===== src/hdl/pdl_pkg.sv =====
// Constants, states and carriers for the programming link physical layer
package pdl_pkg;
  // Core clock
  localparam int CLK_PERIOD_NS  = 10;
  // Window from reset release to first link clock (longest time, rounds down)
  localparam int ENA_WINDOW_US  = 100;
  localparam int ENA_WINDOW_CYC = ENA_WINDOW_US * 1000 / CLK_PERIOD_NS;
  // Inactivity threshold frequency, turned into a period in cycles
  localparam int INACT_FREQ_KHZ = 10;
  localparam int INACT_CYC      = 1000000 / INACT_FREQ_KHZ / CLK_PERIOD_NS;
  // Minimum external reset pulse width (least time, rounds up)
  localparam int RST_PULSE_NS   = 1000;
  localparam int RST_PULSE_CYC  = (RST_PULSE_NS + CLK_PERIOD_NS - 1) / CLK_PERIOD_NS;
  // Frame and character figures
  localparam int ENA_EDGES      = 16;
  localparam int DATA_BITS      = 8;
  localparam int FRAME_BITS     = 12;
  localparam int BREAK_BITS     = 12;
  localparam int GUARD_BITS     = 2;
  localparam int CNT_W          = 16;

  typedef enum logic [1:0] {ENA_OFF, ENA_ARM, ENA_ON} pdl_ena_t;
  typedef enum logic [2:0] {RX_IDLE, RX_DATA, RX_PAR, RX_STOP1, RX_STOP2} pdl_rx_t;
  typedef enum logic [1:0] {TX_OFF, TX_GUARD, TX_SHIFT} pdl_tx_t;

  // Error pulses towards the controller
  typedef struct packed {
    logic parity;
    logic frame;
    logic brk;
    logic collision;
  } pdl_err_t;
endpackage : pdl_pkg


===== src/hdl/pdl_buf2.sv =====
// Two-entry valid/ready buffer with registered outputs
`timescale 1ns/1ps
module pdl_buf2 #(
  parameter int W = 8
) (
  input  wire logic         clk_i,
  input  wire logic         resetn_i,
  input  wire logic         in_valid_i,
  input  wire logic [W-1:0] in_data_i,
  output logic              in_ready_o,
  output logic              out_valid_o,
  output logic     [W-1:0]  out_data_o,
  input  wire logic         out_ready_i
);
  logic [W-1:0] skid_q;
  logic         skid_v_q;
  logic         push;
  logic         pop;

  assign push = in_valid_i & in_ready_o;
  assign pop  = out_valid_o & out_ready_i;

  // Head register feeds the port; skid holds the second word during a stall
  always_ff @(posedge clk_i or negedge resetn_i) begin
    if (!resetn_i) begin
      out_valid_o <= 1'b0;
      out_data_o  <= '0;
      skid_v_q    <= 1'b0;
      skid_q      <= '0;
    end else begin
      if (!out_valid_o || pop) begin
        out_valid_o <= skid_v_q | push;
        out_data_o  <= skid_v_q ? skid_q : in_data_i;
        skid_v_q    <= skid_v_q & push;
        if (skid_v_q && push) skid_q <= in_data_i;
      end else if (push) begin
        skid_v_q <= 1'b1;
        skid_q   <= in_data_i;
      end
    end
  end

  // Full only when both entries hold data
  assign in_ready_o = ~skid_v_q;
endmodule : pdl_buf2


===== src/hdl/pdl_phy.sv =====
// Programming link physical layer: enable handshake, timeouts, serial frames
// What this block does
// Data held high beyond reset pulse width takes the reset function off the pin.
// Then sixteen rising link clock edges with data high complete enabling.
// Programmer starts the first link clock within 100 us of that release.
// Late first clock restores the pin reset function; sequence restarts.
// After sixteen edges the link is marked enabled and takes characters.
// Data pin pull-down is on exactly while the link is enabled.
// Link clock slower than about 10 kHz counts as inactivity.
// Inactivity disables the link and restores reset function unless fused off.
// Inactivity during enabling aborts it; the whole sequence starts again.
// Frame: start, eight data bits 0 to 7, parity, stop bits.
// The start bit is low.
// Detect start, frame errors, parity errors, collisions; generate transmit parity.
// Half duplex synchronous link; one driver at a time, programmer clocks both.
// The link clock enters on the reset pin.
// The test pin is the bidirectional serial data line.
// Even parity, two high stop bits ending each frame.
// Break is twelve or more low bits, idle twelve or more high; the receiver does not check for idle before a start bit.
// Senders change data on falling edges; receivers sample on rising edges.
// The layer sits in receive mode by default, waiting for a start bit.
// Inactivity is no rising edge within the threshold period of core time.
`timescale 1ns/1ps
module pdl_phy
  import pdl_pkg::*;
#(
  parameter int unsigned ENA_WIN  = ENA_WINDOW_CYC,
  parameter int unsigned INACT    = INACT_CYC
) (
  input  wire logic       core_clk_i,
  input  wire logic       resetn_i,
  input  wire logic       prog_link_clock_i,
  input  wire logic       prog_link_data_i,
  output logic            prog_link_data_o,
  output logic            prog_link_data_oe_o,
  output logic            pulldown_en_o,
  input  wire logic       fuse_reset_off_i,
  output logic            reset_fn_en_o,
  output logic            link_en_o,
  output logic            rx_valid_o,
  output logic [7:0]      rx_data_o,
  input  wire logic       rx_ready_i,
  input  wire logic       tx_valid_i,
  input  wire logic [7:0] tx_data_i,
  output logic            tx_ready_o,
  output logic            tx_mode_o,
  output pdl_err_t        err_o
);
  localparam logic [CNT_W-1:0] WIN_LIM   = CNT_W'(ENA_WIN - 1);
  localparam logic [CNT_W-1:0] INACT_LIM = CNT_W'(INACT - 1);
  localparam logic [CNT_W-1:0] RST_LIM   = CNT_W'(RST_PULSE_CYC - 1);
  localparam logic [4:0]       EDGE_LIM  = 5'(ENA_EDGES - 1);
  localparam logic [3:0]       BRK_LIM   = 4'(BREAK_BITS - 1);
  localparam logic [3:0]       FRM_LIM   = 4'(FRAME_BITS - 1);
  localparam logic [3:0]       GRD_LIM   = 4'(GUARD_BITS - 1);
  localparam logic [2:0]       DAT_LIM   = 3'(DATA_BITS - 1);

  logic             clk_s1_q, clk_s2_q, clk_s3_q;
  logic             dat_s1_q, dat_s2_q;
  logic             fuse_s1_q, fuse_s2_q;
  logic             rise, fall;
  pdl_ena_t         ena_q;
  logic [CNT_W-1:0] hi_cnt_q, tmo_cnt_q;
  logic [4:0]       edge_cnt_q;
  logic             tmo_hit;
  pdl_rx_t          rx_q;
  logic [2:0]       rx_bit_q;
  logic [7:0]       rx_sh_q;
  logic             rx_par_q, rx_sp1_q, rx_push_q, wait_brk_q;
  logic [3:0]       brk_cnt_q;
  pdl_tx_t          tx_q;
  logic [11:0]      tx_frm_q;
  logic [3:0]       tx_cnt_q;
  logic             tx_load_q, tx_ready_q, out_bit_q, oe_q, coll;
  logic             buf_in_ready;

  // Two-flop synchronisers; third clock flop only serves edge finding
  always_ff @(posedge core_clk_i or negedge resetn_i) begin
    if (!resetn_i) begin
      clk_s1_q  <= 1'b0;
      clk_s2_q  <= 1'b0;
      clk_s3_q  <= 1'b0;
      dat_s1_q  <= 1'b0;
      dat_s2_q  <= 1'b0;
      fuse_s1_q <= 1'b0;
      fuse_s2_q <= 1'b0;
    end else begin
      clk_s1_q  <= prog_link_clock_i;
      clk_s2_q  <= clk_s1_q;
      clk_s3_q  <= clk_s2_q;
      dat_s1_q  <= prog_link_data_i;
      dat_s2_q  <= dat_s1_q;
      fuse_s1_q <= fuse_reset_off_i;
      fuse_s2_q <= fuse_s1_q;
    end
  end

  // Edges of the programmer clock seen by the core clock
  assign rise = clk_s2_q & ~clk_s3_q;
  assign fall = ~clk_s2_q & clk_s3_q;

  // Before the first edge the 100 us window applies, later the inactivity period
  assign tmo_hit = (edge_cnt_q == '0 && ena_q == ENA_ARM) ? (tmo_cnt_q >= WIN_LIM)
                                                          : (tmo_cnt_q >= INACT_LIM);

  // Enable handshake and inactivity supervisor
  always_ff @(posedge core_clk_i or negedge resetn_i) begin
    if (!resetn_i) begin
      ena_q      <= ENA_OFF;
      hi_cnt_q   <= '0;
      tmo_cnt_q  <= '0;
      edge_cnt_q <= '0;
    end else begin
      case (ena_q)
        ENA_OFF: begin
          tmo_cnt_q  <= '0;
          edge_cnt_q <= '0;
          hi_cnt_q   <= dat_s2_q ? hi_cnt_q + 1'b1 : '0;
          if (dat_s2_q && hi_cnt_q >= RST_LIM) begin
            ena_q    <= ENA_ARM;
            hi_cnt_q <= '0;
          end
        end
        ENA_ARM: begin
          tmo_cnt_q <= rise ? '0 : tmo_cnt_q + 1'b1;
          if (tmo_hit) begin
            ena_q <= ENA_OFF;
          end else if (rise && !dat_s2_q) begin
            ena_q <= ENA_OFF;
          end else if (rise) begin
            edge_cnt_q <= edge_cnt_q + 1'b1;
            if (edge_cnt_q == EDGE_LIM) ena_q <= ENA_ON;
          end
        end
        ENA_ON: begin
          tmo_cnt_q <= rise ? '0 : tmo_cnt_q + 1'b1;
          if (tmo_hit) ena_q <= ENA_OFF;
        end
        default: ena_q <= ENA_OFF;
      endcase
    end
  end

  // Status pins; reset function returns whenever the handshake falls back and the fuse is clear
  always_ff @(posedge core_clk_i or negedge resetn_i) begin
    if (!resetn_i) begin
      link_en_o     <= 1'b0;
      pulldown_en_o <= 1'b0;
      reset_fn_en_o <= 1'b1;
    end else begin
      link_en_o     <= (ena_q == ENA_ON);
      pulldown_en_o <= (ena_q == ENA_ON);
      reset_fn_en_o <= (ena_q == ENA_OFF) & ~fuse_s2_q;
    end
  end

  // Break detector counts low bits on rising edges while receiving
  always_ff @(posedge core_clk_i or negedge resetn_i) begin
    if (!resetn_i) begin
      brk_cnt_q <= '0;
    end else if (!link_en_o || tx_q != TX_OFF || dat_s2_q) begin
      if (rise || !link_en_o) brk_cnt_q <= '0;
    end else if (rise && brk_cnt_q != 4'hf) begin
      brk_cnt_q <= brk_cnt_q + 1'b1;
    end
  end

  // Receiver; idles in receive mode and frames on a low start bit
  always_ff @(posedge core_clk_i or negedge resetn_i) begin
    if (!resetn_i) begin
      rx_q      <= RX_IDLE;
      rx_bit_q  <= '0;
      rx_sh_q   <= '0;
      rx_par_q  <= 1'b0;
      rx_sp1_q  <= 1'b0;
      rx_push_q <= 1'b0;
    end else begin
      rx_push_q <= 1'b0;
      if (!link_en_o || tx_q != TX_OFF) begin
        rx_q <= RX_IDLE;
      end else if (rise) begin
        case (rx_q)
          RX_IDLE: begin
            // A full buffer holds off framing instead of dropping a word
            if (!dat_s2_q && buf_in_ready && !wait_brk_q) begin
              rx_q     <= RX_DATA;
              rx_bit_q <= '0;
            end
          end
          RX_DATA: begin
            rx_sh_q  <= {dat_s2_q, rx_sh_q[7:1]};
            rx_bit_q <= rx_bit_q + 1'b1;
            if (rx_bit_q == DAT_LIM) rx_q <= RX_PAR;
          end
          RX_PAR: begin
            rx_par_q <= dat_s2_q;
            rx_q     <= RX_STOP1;
          end
          RX_STOP1: begin
            rx_sp1_q <= dat_s2_q;
            rx_q     <= RX_STOP2;
          end
          RX_STOP2: begin
            rx_push_q <= rx_sp1_q & dat_s2_q & (rx_par_q == ^rx_sh_q);
            rx_q      <= RX_IDLE;
          end
          default: rx_q <= RX_IDLE;
        endcase
      end
    end
  end

  // Error pulses; after a collision framing waits for a break
  always_ff @(posedge core_clk_i or negedge resetn_i) begin
    if (!resetn_i) begin
      err_o      <= '0;
      wait_brk_q <= 1'b0;
    end else begin
      err_o.parity    <= rise & (rx_q == RX_STOP2) & (rx_par_q != ^rx_sh_q);
      err_o.frame     <= rise & (rx_q == RX_STOP2) & ~(rx_sp1_q & dat_s2_q);
      err_o.brk       <= rise & ~dat_s2_q & (brk_cnt_q == BRK_LIM) & (tx_q == TX_OFF);
      err_o.collision <= coll;
      if (coll) wait_brk_q <= 1'b1;
      else if (!link_en_o || err_o.brk) wait_brk_q <= 1'b0;
    end
  end

  pdl_buf2 #(.W(8)) u_rx_buf (
    .clk_i      (core_clk_i),
    .resetn_i   (resetn_i),
    .in_valid_i (rx_push_q),
    .in_data_i  (rx_sh_q),
    .in_ready_o (buf_in_ready),
    .out_valid_o(rx_valid_o),
    .out_data_o (rx_data_o),
    .out_ready_i(rx_ready_i)
  );

  // Collision: a held bit read back opposite to what we sent
  assign coll = rise & (tx_q != TX_OFF) & ~oe_q & (dat_s2_q != out_bit_q);

  // Transmit request port; only taken while the line is quiet in receive mode
  always_ff @(posedge core_clk_i or negedge resetn_i) begin
    if (!resetn_i) begin
      tx_ready_q <= 1'b0;
      tx_load_q  <= 1'b0;
      tx_frm_q   <= '1;
    end else begin
      tx_ready_q <= link_en_o & (tx_q == TX_OFF) & (rx_q == RX_IDLE) & ~wait_brk_q
                    & ~tx_load_q & ~(tx_valid_i & tx_ready_q);
      if (tx_valid_i && tx_ready_q) begin
        tx_load_q <= 1'b1;
        tx_frm_q  <= {2'b11, ^tx_data_i, tx_data_i, 1'b0};
      end else if (tx_q != TX_OFF || !link_en_o) begin
        tx_load_q <= 1'b0;
      end
    end
  end
  assign tx_ready_o = tx_ready_q;

  // Transmitter: guard idles, then frame bits, changed on falling edges
  always_ff @(posedge core_clk_i or negedge resetn_i) begin
    if (!resetn_i) begin
      tx_q      <= TX_OFF;
      tx_cnt_q  <= '0;
      out_bit_q <= 1'b1;
      oe_q      <= 1'b0;
    end else if (!link_en_o || coll) begin
      tx_q <= TX_OFF;
      oe_q <= 1'b0;
    end else if (fall) begin
      case (tx_q)
        TX_OFF: begin
          if (tx_load_q) begin
            tx_q      <= TX_GUARD;
            tx_cnt_q  <= '0;
            out_bit_q <= 1'b1;
            oe_q      <= 1'b1;
          end
        end
        TX_GUARD: begin
          tx_cnt_q <= tx_cnt_q + 1'b1;
          oe_q     <= 1'b0;
          if (tx_cnt_q == GRD_LIM) begin
            tx_q      <= TX_SHIFT;
            tx_cnt_q  <= '0;
            out_bit_q <= tx_frm_q[0];
            oe_q      <= ~tx_frm_q[0];
          end
        end
        TX_SHIFT: begin
          // Driver only on a change; the keeper holds repeats so they can be checked
          if (tx_cnt_q == FRM_LIM) begin
            tx_q <= TX_OFF;
            oe_q <= 1'b0;
          end else begin
            tx_cnt_q  <= tx_cnt_q + 1'b1;
            out_bit_q <= tx_frm_q[tx_cnt_q + 4'h1];
            oe_q      <= tx_frm_q[tx_cnt_q + 4'h1] != out_bit_q;
          end
        end
        default: tx_q <= TX_OFF;
      endcase
    end
  end

  // Pin drive and mode straight from flops
  assign prog_link_data_o    = out_bit_q;
  assign prog_link_data_oe_o = oe_q;
  always_ff @(posedge core_clk_i or negedge resetn_i) begin
    if (!resetn_i) tx_mode_o <= 1'b0;
    else tx_mode_o <= (tx_q != TX_OFF);
  end

  // Checks
  property p_en_on_edge;
    @(posedge core_clk_i) disable iff (!resetn_i)
      $rose(link_en_o) |-> $past(rise, 2) && $past(edge_cnt_q, 2) == EDGE_LIM;
  endproperty
  a_en_on_edge: assert property (p_en_on_edge) else $error("enable without 16th edge");

  property p_pulldown;
    @(posedge core_clk_i) disable iff (!resetn_i)
      pulldown_en_o == link_en_o;
  endproperty
  a_pulldown: assert property (p_pulldown) else $error("pull-down not tracking enable");

  property p_arm_tmo;
    @(posedge core_clk_i) disable iff (!resetn_i)
      (ena_q == ENA_ARM && tmo_hit) |=> ena_q == ENA_OFF ##1 reset_fn_en_o == !fuse_s2_q;
  endproperty
  a_arm_tmo: assert property (p_arm_tmo) else $error("late first clock not rejected");

  property p_inact;
    @(posedge core_clk_i) disable iff (!resetn_i)
      (ena_q == ENA_ON && !rise && tmo_cnt_q >= INACT_LIM) |=> ##1 !link_en_o;
  endproperty
  a_inact: assert property (p_inact) else $error("inactivity did not disable");

  property p_arm_no_reset;
    @(posedge core_clk_i) disable iff (!resetn_i)
      ena_q == ENA_ARM |=> !reset_fn_en_o;
  endproperty
  a_arm_no_reset: assert property (p_arm_no_reset) else $error("reset function active");

  property p_frame_fmt;
    @(posedge core_clk_i) disable iff (!resetn_i)
      (tx_valid_i && tx_ready_q) |=>
        tx_frm_q[11:10] == 2'b11 && !tx_frm_q[0] && tx_frm_q[9] == ^tx_frm_q[8:1];
  endproperty
  a_frame_fmt: assert property (p_frame_fmt) else $error("bad transmit frame");

  property p_coll;
    @(posedge core_clk_i) disable iff (!resetn_i)
      coll |=> tx_q == TX_OFF && !oe_q && err_o.collision;
  endproperty
  a_coll: assert property (p_coll) else $error("collision not handled");

  property p_change_on_fall;
    @(posedge core_clk_i) disable iff (!resetn_i)
      $changed(out_bit_q) |-> $past(fall);
  endproperty
  a_change_on_fall: assert property (p_change_on_fall) else $error("data changed off fall");

  c_enable: cover property (@(posedge core_clk_i) disable iff (!resetn_i) $rose(link_en_o));
  c_rx_word: cover property (@(posedge core_clk_i) disable iff (!resetn_i) rx_push_q);
  c_tx_done: cover property (@(posedge core_clk_i) disable iff (!resetn_i) $fell(tx_mode_o));
  c_break: cover property (@(posedge core_clk_i) disable iff (!resetn_i) err_o.brk);
endmodule : pdl_phy


===== config.mk =====
export PLATFORM = sky130hd
export DESIGN_NAME = pdl_phy
export DESIGN_NICKNAME = d
export VERILOG_FILES = /design/src/hdl/pdl_pkg.sv /design/src/hdl/pdl_buf2.sv /design/src/hdl/pdl_phy.sv
export SDC_FILE = /design/constraint.sdc
export NUM_CORES = 1
export LEC_CHECK = 0
export ABC_CLOCK_PERIOD_IN_PS = 4910
export BUFFER_PORTS_ARGS = -buffer_cell sky130_fd_sc_hd__buf_2
export CAP_MARGIN = 20
export CORE_MARGIN = 5
export CORE_UTILIZATION = 46
export DETAILED_ROUTE_END_ITERATION = 10
export PLACE_DENSITY = 0.64
export SETUP_SLACK_MARGIN = 0.02
export SLEW_MARGIN = 0
export SYNTH_ARGS = -nofsm -noshare
export SYNTH_HDL_FRONTEND = slang
export SYNTH_HIERARCHICAL = 1
export SYNTH_SLANG_ARGS = --single-unit

===== constraint.sdc =====
create_clock -name core_clk_i -period 4.91 [get_ports core_clk_i]
set_clock_uncertainty 0.1 [all_clocks]
set_input_delay 1.2275 -clock core_clk_i [delete_from_list [all_inputs] [get_ports core_clk_i]]
set_output_delay 1.2275 -clock core_clk_i [all_outputs]
set_load 0.005 [all_outputs]

# == Word-level counts from Yosys, hierarchy flattened ==
# Cells that the tools add are included.
# totals
in_bits,15
elab_cells,226
out_inout_bits,20
mem_bits_ro,0
latch_bits,0
reg_bits,113
ram_bits,0
mem_count,0
# op_classes
mux,59
n_eq_ne,36
n_lt_le_gt_ge,3
bitwise,37
n_mul,0
n_addsub,6
reduce_logical,48
shifts,0
n_div,0
# ops
operator,count
16-bit 2-to-1 mux,3
"16-bit by 1-bit adder with 16-bit output, second input constant",2
8-bit 2-to-1 mux,4
16-bit one-hot mux with 2 select lines,1
4-bit 2-to-1 mux,6
1-bit AND,23
2-bit 2-to-1 mux,11
"2-bit != test, second input constant",10
2-bit nonzero test,10
1-bit 2-to-1 mux,17
"16-bit by 14-bit >= comparator with 1-bit output, second input constant",1
"16-bit by 7-bit >= comparator with 1-bit output, second input constant",1
4-bit AND reduction,4
8-bit XOR reduction,2
3-bit 2-to-1 mux,5
5-bit 2-to-1 mux,3
3-bit AND reduction,5
1-bit NOT,13
2-bit one-hot mux with 3 select lines,2
3-bit one-hot mux with 4 select lines,1
4-bit one-hot mux with 3 select lines,1
5-bit one-hot mux with 2 select lines,1
"3-bit != test, second input constant",3
"4-bit by 1-bit adder with 4-bit output, second input constant",2
33 further kinds,58

# == Longest topological paths before layout ==
# Gate-level depths: netlist of the first run.
# depth
depth_word,8
mapped_depth,8
ltp_nobuf,7

# == Cells and area by module ==
# The synthesis of the first run kept the hierarchy.
# modules_own_cells
mod,cells_per_inst,instances,area_each_um2,seq_area_each_um2
pdl_phy,441,1,4700.8,2392.3
pdl_buf2,51,1,849.6,450.4

# == Worst setup path after synthesis of the first run ==
# No wires, ideal clock.
# synth_path
path_type,input-to-reg
from,in tx_valid_i
to,reg tx_frm_q[4]
path_slack_ns,2.730
n_path_buf,1
stages,3
setup_time_ns,0.082
t_arrival_ns,1.997
required_time_ns,4.728
path_cell_list,nand2_1 buf_1 mux2_2
# synth_via
elab_chain_cells,1
# synth_lines
element,line_no,source
"start, declared",pdl_phy.sv:43,"input wire logic tx_valid_i,"
1-bit logical AND,pdl_phy.sv:251,if (tx_valid_i && tx_ready_q) begin
"end signal, assigned",pdl_phy.sv:253,"tx_frm_q <= {2'b11, ^tx_data_i, tx_data_i, 1'b0};"
"end, declared",pdl_phy.sv:72,logic [11:0] tx_frm_q;
# No other way between the ends.
# A chain may end at the register's enable or synchronous reset.

==> results.json, run 1 <==
{
  "seq_area_frac_synth": 0.512,
  "cts_inserted_buffers": 17,
  "drc": 0,
  "io_pins": 35,
  "finalPower_mw": 2.15,
  "initial_core_util": 0.466,
  "syn_avg_cell_area_um2": 11.3,
  "critPathLaunch": "link_en_o$_DFF_PN0_",
  "synthArstFlopShare": 1.00,
  "hold_path.class": "reg -> reg",
  "p_leak_nw": 2.98,
  "nets": 560,
  "outcome": "completed",
  "clock-sinks": 113,
  "grt_pass1_vias": 3666,
  "dp_hpwl_um": 7000,
  "crit_type": "reg -> out",
  "worst_setup_path_start_kind": "flip-flop",
  "slew_headroom": 0.483,
  "crit_arrival_ns": 1.16,
  "peakVddDrop_mv": 0.275,
  "cpPeakStageDelay_ns": 0.55,
  "cts-resized-gates": 0,
  "gp_congestion": 0.775,
  "grt_pass1_wl_um": 17700,
  "cts_buffer_depth": 2,
  "die_w_um": 120,
  "drt-pass1-iter-count": 4,
  "critPathTopFamily": "flip-flops",
  "rows": 40,
  "finalCriticalPeriod_ns": 2.49,
  "max_freq_mhz": 402,
  "area_growth_pct": 15.0,
  "cts_tree": "done",
  "hold_start": "fuse_s1_q$_DFF_PN0_",
  "track_usage": 0.156,
  "finalHoldViolations": 0,
  "root_buffer": "clkbuf_16",
  "syn_area_um2": 5550,
  "fin_crit_sh": 0.507,
  "path_clk_slew_ns": 0.05,
  "htree_levels": 4,
  "portBuffers": 34,
  "synth_enable_flop_cells": 0,
  "dr.first_iter.drc_count": 220,
  "core-area_um2": 11900,
  "critPathMaxFanout": 10,
  "antenna_found_initial": 0,
  "slew_viol_final": 0,
  "ant_nets": 0,
  "crit_chain": "buf_2",
  "setup_violations": 0,
  "diodes": 0,
  "cts_hold_buf": 0,
  "worst_pin_slew_ns": 0.775,
  "dieHeight_um": 120,
  "clk_latency_ns": 0.41,
  "hold_slack_ns": 0.244,
  "cp-end-kind": "primary output",
  "maxCapViolations": 0,
  "ys.flop_type": "dfrtp_1",
  "num_vias": 3783,
  "p_per_area_nw_per_um2": 337,
  "fin_area_um2": 6380,
  "crit_required_ns": 3.58,
  "critical_path_buf_inv_count": 1,
  "dieArea_um2": 14400,
  "grt_overflow_total": 0,
  "cts_setup_buffers": 0,
  "ys_types": 61,
  "drive_gt1_frac": 0.237,
  "fin_setup_tns_ns": 0,
  "wire_per_inst_um": 14.9,
  "rsz0062_at_grt": "no",
  "ys_ff_latch": 113,
  "grt_max_degree": 57,
  "r2r-start": "tx_q[0]$_DFFE_PN0P_",
  "netlist_instances": 492,
  "postPlaceCellArea_um2": 5820,
  "yosysWarnings": 6,
  "syn-num-nets": 525,
  "wirelength_um": 10200,
  "cpMaxStageDelayCell": "dfrtp_1",
  "avgViaCountPerCell": 5.51,
  "fin_util": 0.536
}
[path summary, 6_finish.rpt]
check / to / slack, ns / depth (start not counted)
worst max-delay path: pulldown_en_o / 2.42 / 1
worst min-delay path: fuse_s2_q$_DFF_PN0_ / 0.24 / 0
worst max register to register: rx_sh_q[4]$_DFFE_PN0P_ / 2.44 / 6
worst min register to register: fuse_s2_q$_DFF_PN0_ / 0.24 / 0
max in group asynchronous: tx_frm_q[9]$_DFFE_PN1P_ / 3.01 / 2
min in group asynchronous: tmo_cnt_q[8]$_DFFE_PN0P_ / 0.76 / 1
[synthesized netlist by cell type (all sizes together), types with 3 or more instances]
cell type / number / area (µm²)
buf: 9 / 63.8
nor3b: 5 / 37.5
nor4: 6 / 43.8
nand3b: 5 / 37.5
a31oi: 5 / 31.3
o22ai: 3 / 18.8
nand2b: 9 / 56.3
ha: 18 / 225
xor2: 10 / 87.6
mux2: 41 / 522
nor4b: 3 / 26.3
inv: 17 / 63.8
o21ai: 25 / 125
dfstp: 12 / 315
a2bb2oi: 4 / 35.0
mux2i: 8 / 80.1
nand2: 36 / 135
nor2b: 15 / 93.8
xnor2: 19 / 166
dfrtp: 101 / 2530
a21oi: 11 / 55.1
nand3: 19 / 95.1
nand4: 5 / 31.3
a21o: 3 / 22.5
clkbuf: 11 / 41.3
nor2: 31 / 116
or4: 4 / 30.0
o31ai: 9 / 67.6
and3: 9 / 56.3
nor3: 5 / 25.0
[registers in the layout (all words and copies together), names as in the netlist, 4 cells and up]
name	count
brk_cnt_q	4
edge_cnt_q	5
err_o	4
hi_cnt_q	16
rx_sh_q	8
tmo_cnt_q	16
tx_cnt_q	4
tx_frm_q	10
u_rx_buf/out_data_o	8
u_rx_buf/skid_q	8
[metrics by stage]
| step | cells | setup slack (ns) |
|---|---|---|
| floorplan | 492 | 2.73 |
| global placement | 655 | 2.44 |
| detailed placement | 655 | 2.42 |
| CTS | 687 | 2.39 |
| global route | 687 | 2.17 |
| finish | 687 | 2.42 |
[cell families (layout without fill, tap and decap cells)]
logic type,count (synthesis),count (layout),synth area share
multiplexers,51,51,0.117
flip-flops,113,113,0.512
AO/OA/AOI/OAI,80,80,0.0960
adder cells (fa/ha/maj),18,18,0.0406
XOR/XNOR,29,29,0.0458
AND/OR/NAND/NOR,164,164,0.158
buffers and inverters,37,85,0.0304
[final cells by class]
type                            count  area (µm²)
Tap cell                          147         184
Multi-Input combinational cell    342        2540
Fill cell                        1056        5530
Timing Repair Buffer               36         188
Clock buffer                       22         484
Sequential cell                   113        2840
Inverter                           17        63.8
Clock inverter                     10        83.8
[layer usage]
metal / global-route usage / share of wire / routed length, µm / vias to the layer above
met1: 0.203 / 0.47 / 4810 / 1886
met4: 0.0709 / 0.021 / 214 / 0
li1: - / - / - / 1830
met3: 0.0509 / 0.036 / 364 / 16
met2: 0.238 / 0.47 / 4820 / 51
met5: 0 / 0 / 0 / -
[cell usage in the layout (no fill, tap or decap), drive strengths merged, types with 6 or more instances in the layout]
master  instances
a21oi          11
and3            9
buf            36
clkbuf         22
clkinv          7
dfrtp         101
dfstp          12
ha             18
inv            17
mux2           41
mux2i           8
nand2          36
nand2b          9
nand3          19
nor2           31
nor2b          15
nor4            6
o21ai          25
o31ai           9
xnor2          19
xor2           10
[power by group]
part | internal [mW] | switching (mW) | total, mW
Sequential | 0.940 | 0.00625 | 0.946
Clock | 0.742 | 0.412 | 1.15
Combinational | 0.0191 | 0.0356 | 0.0547
No activity file was read; power rests on OpenSTA's default activity.
==> run 2: changes to the inputs <==
--- a/config.mk
+++ b/config.mk
@@ -5,13 +5,14 @@
 export SDC_FILE = /design/constraint.sdc
 export NUM_CORES = 1
 export LEC_CHECK = 0
-export ABC_CLOCK_PERIOD_IN_PS = 4910
+export ABC_AREA = 1
+export ABC_CLOCK_PERIOD_IN_PS = 2100
 export BUFFER_PORTS_ARGS = -buffer_cell sky130_fd_sc_hd__buf_2
 export CAP_MARGIN = 20
 export CORE_MARGIN = 5
 export CORE_UTILIZATION = 46
 export DETAILED_ROUTE_END_ITERATION = 10
-export PLACE_DENSITY = 0.64
+export PLACE_DENSITY = 0.67
 export SETUP_SLACK_MARGIN = 0.02
 export SLEW_MARGIN = 0
 export SYNTH_ARGS = -nofsm -noshare
==> constraint.sdc (replaced) <==
create_clock -name core_clk_i -period 2.1 [get_ports core_clk_i]
set_clock_uncertainty 0.1 [all_clocks]
set_input_delay 0.525 -clock core_clk_i [delete_from_list [all_inputs] [get_ports core_clk_i]]
set_output_delay 0.525 -clock core_clk_i [all_outputs]
set_load 0.005 [all_outputs]
==> run 2 against run 1 <==
- via count is 16% higher
- setup slack worse by 2.2 ns
- highest routed layer unchanged
- wire length is 7.3% higher
- combinational power grew to 2.8 times the previous value
- total power is 140% higher
- clock power is 150% higher
==> results.json, run 2 <==
{
  "avgViaCountPerCell": 5.07,
  "grt.busiest_layer": "met2",
  "syn-num-nets": 686,
  "synthArstFlopShare": 1.00,
  "outcome": "completed",
  "core-area_um2": 12000,
  "hold_path.class": "in -> reg",
  "r2r-start": "tx_q[1]$_DFFE_PN0P_",
  "dieArea_um2": 14400,
  "cts_buffer_depth": 2,
  "critPathMaxFanout": 12,
  "cpMaxStageDelayCell": "dfrtp_1",
  "diodes": 0,
  "area_growth_pct": 17.6,
  "path_common_cell": "nand2_2",
  "root_buffer": "clkbuf_16",
  "synth_largest_area_cell": "dfrtp_1",
  "die_w_um": 120,
  "finalCriticalPeriod_ns": 1.92,
  "fill_cells": 1068,
  "grt_use_met1": 0.199,
  "clock-sinks": 113,
  "nets": 740,
  "worst_pin_slew_ns": 0.446,
  "netlist.area_leader.share": 0.453,
  "wire_per_inst_um": 12.7,
  "fin_crit_sh": 0.913,
  "cp-end-kind": "flip-flop",
  "netlist_instances": 653,
  "layout.cells.most_common": "nand2_1",
  "crit_arrival_ns": 2.11,
  "cts_inserted_buffers": 17,
  "cts-resized-gates": 0,
  "crit_required_ns": 2.29,
  "dp_hpwl_um": 8090,
  "hold_start": "fuse_reset_off_i",
  "rows": 40,
  "holdPathEnd": "fuse_s1_q$_DFF_PN0_",
  "syn_avg_cell_area_um2": 8.54,
  "grt_max_degree": 34,
  "drc": 0,
  "max_freq_mhz": 522,
  "initial_core_util": 0.466,
  "slew_viol_final": 0,
  "maxCapViolations": 0,
  "track_usage": 0.165,
  "reg2reg_depth": 6,
  "p_per_area_nw_per_um2": 795,
  "top_regs": "hi_cnt_q: 16 flops, tmo_cnt_q: 16 flops, tx_frm_q: 10 flops",
  "worst_setup_path_start_kind": "flip-flop",
  "gp_congestion": 0.869,
  "rsz0062_at_grt": "no",
  "grt_pass1_wl_um": 19300,
  "dieHeight_um": 120,
  "hold_depth": 1,
  "drive_gt1_frac": 0.166,
  "crit_chain": "inv_1, ha_1, nand2_2, nor2_4, nand2_2, mux2_1",
  "p_leak_nw": 3.24,
  "cts_tree": "done",
  "final_cell_mix": "nand2_1 (145), dfrtp_1 (101), inv_1 (76)",
  "wirelength_um": 11000,
  "fin_setup_tns_ns": 0,
  "io_pins": 35,
  "synth_enable_flop_cells": 0,
  "ys.flop_type": "dfrtp_1",
  "cpPeakStageDelay_ns": 0.39,
  "setup_violations": 0,
  "antenna_found_initial": 0,
  "path_clk_slew_ns": 0.05,
  "reg2reg_slack_ns": 0.18,
  "num_vias": 4377,
  "drt-pass1-iter-count": 5,
  "grt_use_met2": 0.278,
  "synthTopCellsByCount": "nand2_1 (145), dfrtp_1 (101), inv_1 (76), nand3_1 (57), nor2_1 (54)",
  "grt_pass1_vias": 4358,
  "ys_ff_latch": 113,
  "grt_overflow_total": 0,
  "slew_headroom": 0.702,
  "yosysWarnings": 6,
  "dr.first_iter.drc_count": 262,
  "hold_slack_ns": 0.119,
  "ant_nets": 0,
  "finalHoldViolations": 0,
  "syn_area_um2": 5580,
  "ys_types": 40,
  "use_met3": 0.0405,
  "seq_area_frac_synth": 0.510,
  "synth_most_common_cell": "nand2_1",
  "portBuffers": 34,
  "cts_setup_buffers": 0,
  "peakVddDrop_mv": 0.437,
  "clk_latency_ns": 0.41,
  "crit_type": "reg -> reg",
  "htree_levels": 4,
  "netlist_top_cells_area": "dfrtp_1 (45%), nand2_1 (9.8%), dfstp_2 (5.7%)",
  "r2r_end": "rx_sh_q[0]$_DFFE_PN0P_"
}
==> run 2: how the worst max path moves through the flow <==
stage / start / endpoint / slack [ns] / cells after the start
after detailed placement: tx_q[0]$_DFFE_PN0P_ / rx_sh_q[0]$_DFFE_PN0P_ / 0.20 / 6
final: tx_q[1]$_DFFE_PN0P_ / rx_sh_q[0]$_DFFE_PN0P_ / 0.18 / 6
after global placement: tx_q[1]$_DFFE_PN0P_ / rx_sh_q[0]$_DFFE_PN0P_ / 0.29 / 6
after floorplan: tx_q[1]$_DFFE_PN0P_ / rx_sh_q[0]$_DFFE_PN0P_ / 0.42 / 6
after CTS: tx_q[1]$_DFFE_PN0P_ / rx_sh_q[0]$_DFFE_PN0P_ / 0.18 / 6
after global routing: tx_q[1]$_DFFE_PN0P_ / rx_sh_q[0]$_DFFE_PN0P_ / 0.05 / 6
==> run 2: per-layer routing <==
| metal | vias up | wire [µm] |
|---|---|---|
| li1 | 2212 | - |
| met1 | 2070 | 4930 |
| met2 | 75 | 5480 |
| met3 | 20 | 351 |
| met4 | 0 | 200 |
| met5 | - | 0 |
==> run 2: worst max-delay path: cells and delay by family, from the launching register on <==
family	cells	cell delay [ns]
multiplexers	1	0.34
AND/OR/NAND/NOR	3	0.53
adder cells (fa/ha/maj)	1	0.29
buffers and inverters	1	0.14
flip-flops	1	0.39
==> run 2: cell families after synthesis <==
kind of cell / count (synthesis) / share of synthesized area
xor+xnor: 26 / 0.0408
mux: 1 / 0.00202
flops: 113 / 0.510
simple gates: 311 / 0.255
fa+ha+maj: 18 / 0.0404
compound gates: 80 / 0.0772
buf+inv: 104 / 0.0749
==> run 2: final cells by class <==
type                    instances  area [µm²]  share of cell area
clock buffers                  21         470              0.0717
inverters                      94         353              0.0538
clock inverters                 7         110              0.0168
repair buffers                 45         283              0.0431
multi-input cells             436        2320               0.353
well taps                     147         184              0.0280
flip-flops and latches        113        2840               0.433
==> run 2: through the flow <==
stage	area, µm²	worst slack (ns)	cells	power [mW]	utilization
floorplan	5580	0.418	653	2.34	-
global placement	5970	0.285	834	2.42	0.499
detailed placement	5970	0.197	834	2.43	0.499
CTS	6560	0.184	863	5.29	0.548
global route	6560	0.0517	863	5.42	0.548
finish	6560	0.183	863	5.22	0.548
==> run 2: report_power, final <==
| part | switching, mW | internal, mW |
|---|---|---|
| registers | 0.0177 | 2.22 |
| clock network | 0.907 | 1.92 |
| logic | 0.0976 | 0.0558 |
==> run 2: timing repair <==
item	in CTS	in global routing
endpoints found under the setup margin	0	0
endpoints found under the hold margin	17	0
hold buffers	1	0
==> run 3: changes to the inputs <==
--- a/config.mk
+++ b/config.mk
@@ -9,10 +9,12 @@
 export ABC_CLOCK_PERIOD_IN_PS = 2100
 export BUFFER_PORTS_ARGS = -buffer_cell sky130_fd_sc_hd__buf_2
 export CAP_MARGIN = 20
+export CELL_PAD_IN_SITES_DETAIL_PLACEMENT = 0
+export CELL_PAD_IN_SITES_GLOBAL_PLACEMENT = 2
 export CORE_MARGIN = 5
-export CORE_UTILIZATION = 46
+export CORE_UTILIZATION = 34
 export DETAILED_ROUTE_END_ITERATION = 10
-export PLACE_DENSITY = 0.67
+export PLACE_DENSITY = 0.77
 export SETUP_SLACK_MARGIN = 0.02
 export SLEW_MARGIN = 0
 export SYNTH_ARGS = -nofsm -noshare
==> run 3 against run 2 <==
- flip-flop and latch count is the same
- cell area grew 0.34%
- global-route usage shrank 3.4 points
- sequential share of layout area shrank 0.15 points
- critical path depth is the same
- non-clock buffer count shrank 3
- utilization shrank 14 points
- final cell count grew 8.0%
- combinational power shrank 3%
- die area grew 32%
- clock power shrank 6%
- largest power group unchanged
- highest routed layer unchanged
==> results.json, run 3 (synthesis results as in run 2) <==
{
  "outcome": "completed",
  "peakVddDrop_mv": 0.576,
  "htree_levels": 4,
  "dieArea_um2": 19100,
  "cts-resized-gates": 0,
  "final_cell_mix": "nand2_1 (145), dfrtp_1 (101), inv_1 (76)",
  "power_switching_share": 0.211,
  "dp.cells": 901,
  "cts_buffer_depth": 2,
  "crit_required_ns": 2.28,
  "diodes": 0,
  "fill_cells": 1654,
  "cts_hold_buf": 0,
  "portBuffers": 34,
  "p_leak_nw": 3.21,
  "p_int_mw": 3.98,
  "crit_arrival_ns": 2.09,
  "p_clk_frac": 0.527,
  "worst_setup_path_start_kind": "flip-flop",
  "num_vias": 4256,
  "maxCapViolations": 0,
  "pwr-share-seq": 0.443,
  "clock-sinks": 113,
  "core-area_um2": 16000,
  "worst_pin_slew_ns": 0.473,
  "antenna_found_initial": 0,
  "finalCriticalPeriod_ns": 1.90,
  "gp_congestion": 0.818,
  "comb_power_share": 0.029,
  "worst_slack_ns": 0.199,
  "finalPower_mw": 5.05,
  "area_growth_pct": 18.0,
  "cts_inserted_buffers": 17,
  "die_w_um": 138,
  "max_freq_mhz": 526,
  "setup_violations": 0,
  "grt_overflow_total": 0,
  "hold_path.class": "in -> async",
  "p_per_area_nw_per_um2": 766,
  "cp-end-kind": "flip-flop",
  "grt_pass1_vias": 4319,
  "grt_pass1_wl_um": 20600,
  "dieHeight_um": 138,
  "layout.cells.most_common": "nand2_1",
  "initial_core_util": 0.349,
  "wire_per_inst_um": 12.6,
  "drc": 0,
  "cts_tree": "done",
  "r2r-start": "tx_q[1]$_DFFE_PN0P_",
  "critPathLaunch": "tx_q[1]$_DFFE_PN0P_",
  "cts_setup_buffers": 0,
  "fin_setup_tns_ns": 0,
  "ant_nets": 0,
  "wirelength_um": 11700,
  "clk_latency_ns": 0.41,
  "rows": 46,
  "hold_slack_ns": 0.0441,
  "io_pins": 35,
  "fin_crit_sh": 0.905,
  "nets": 737,
  "finalHoldViolations": 0,
  "grt_max_degree": 86,
  "drive_gt1_frac": 0.166,
  "critPathMaxFanout": 8,
  "top_regs": "hi_cnt_q: 16 flops, tmo_cnt_q: 16 flops, tx_frm_q: 10 flops",
  "path_clk_slew_ns": 0.05,
  "root_buffer": "clkbuf_16",
  "drt-pass1-iter-count": 4,
  "avgViaCountPerCell": 4.57,
  "slew_headroom": 0.684,
  "dr.first_iter.drc_count": 213,
  "switching_power_mw": 1.07,
  "rsz0062_at_grt": "no",
  "pre_cts_ws_ns": 0.196,
  "slew_viol_final": 0,
  "track_usage": 0.130,
  "final_cells": 932,
  "crit_type": "reg -> reg",
  "dp_hpwl_um": 8460
}
-- run 3: cell type report --
type                    count  area [µm²]  area share
flip-flops and latches    113        2840       0.432
multi-input cells         436        2320       0.352
clock buffers              26         529      0.0804
inverters                  94         353      0.0536
well taps                 216         270      0.0411
repair buffers             42         245      0.0373
clock inverters             5        25.0     0.00380
-- run 3: power by group through the flow --
stage	registers, mW	clock network, mW	logic, mW
finish	2.24	2.66	0.149
CTS	2.24	2.74	0.155
global placement	2.27	0	0.153
global route	2.24	2.84	0.172
detailed placement	2.27	0	0.155
floorplan	2.27	0	0.0693
-- run 3: path summary, 6_finish.rpt --
path                                                       to  slack [ns]  cells after the start
max                                    rx_sh_q[0]$_DFFE_PN0P_        0.20                      6
min                        u_rx_buf/out_data_o[0]$_DFFE_PN0P_        0.04                      2
max reg2reg                            rx_sh_q[0]$_DFFE_PN0P_        0.20                      6
min reg2reg                                dat_s2_q$_DFF_PN0_        0.25                      0
max in group asynchronous             tx_frm_q[9]$_DFFE_PN1P_        1.47                      2
min in group core_clk_i                    clk_s1_q$_DFF_PN0_        0.12                      1
-- run 3: through the flow --
step,instance area (µm²),util
2_1_floorplan,5580,-
3_3_place_gp,6030,0.377
3_5_place_dp,6030,0.377
4_1_cts,6580,0.411
5_1_grt,6580,0.411
6_report,6580,0.411
-- run 3: worst max-delay path, stage by stage (launching register included) --
cell and delay, ns:
dfrtp_1 0.40, inv_1 0.14, ha_1 0.30, nand2_2 0.18
nor2_4 0.20, nand2_2 0.12, mux2_1 0.33
-- run 3: routing by layer --
metal  vias up  track usage  part of all wire
met5         -            0                 0
met4         0       0.0494             0.014
met3        12       0.0400             0.038
met2        55        0.204              0.46
met1      1990        0.171              0.49
li1       2199            -                 -
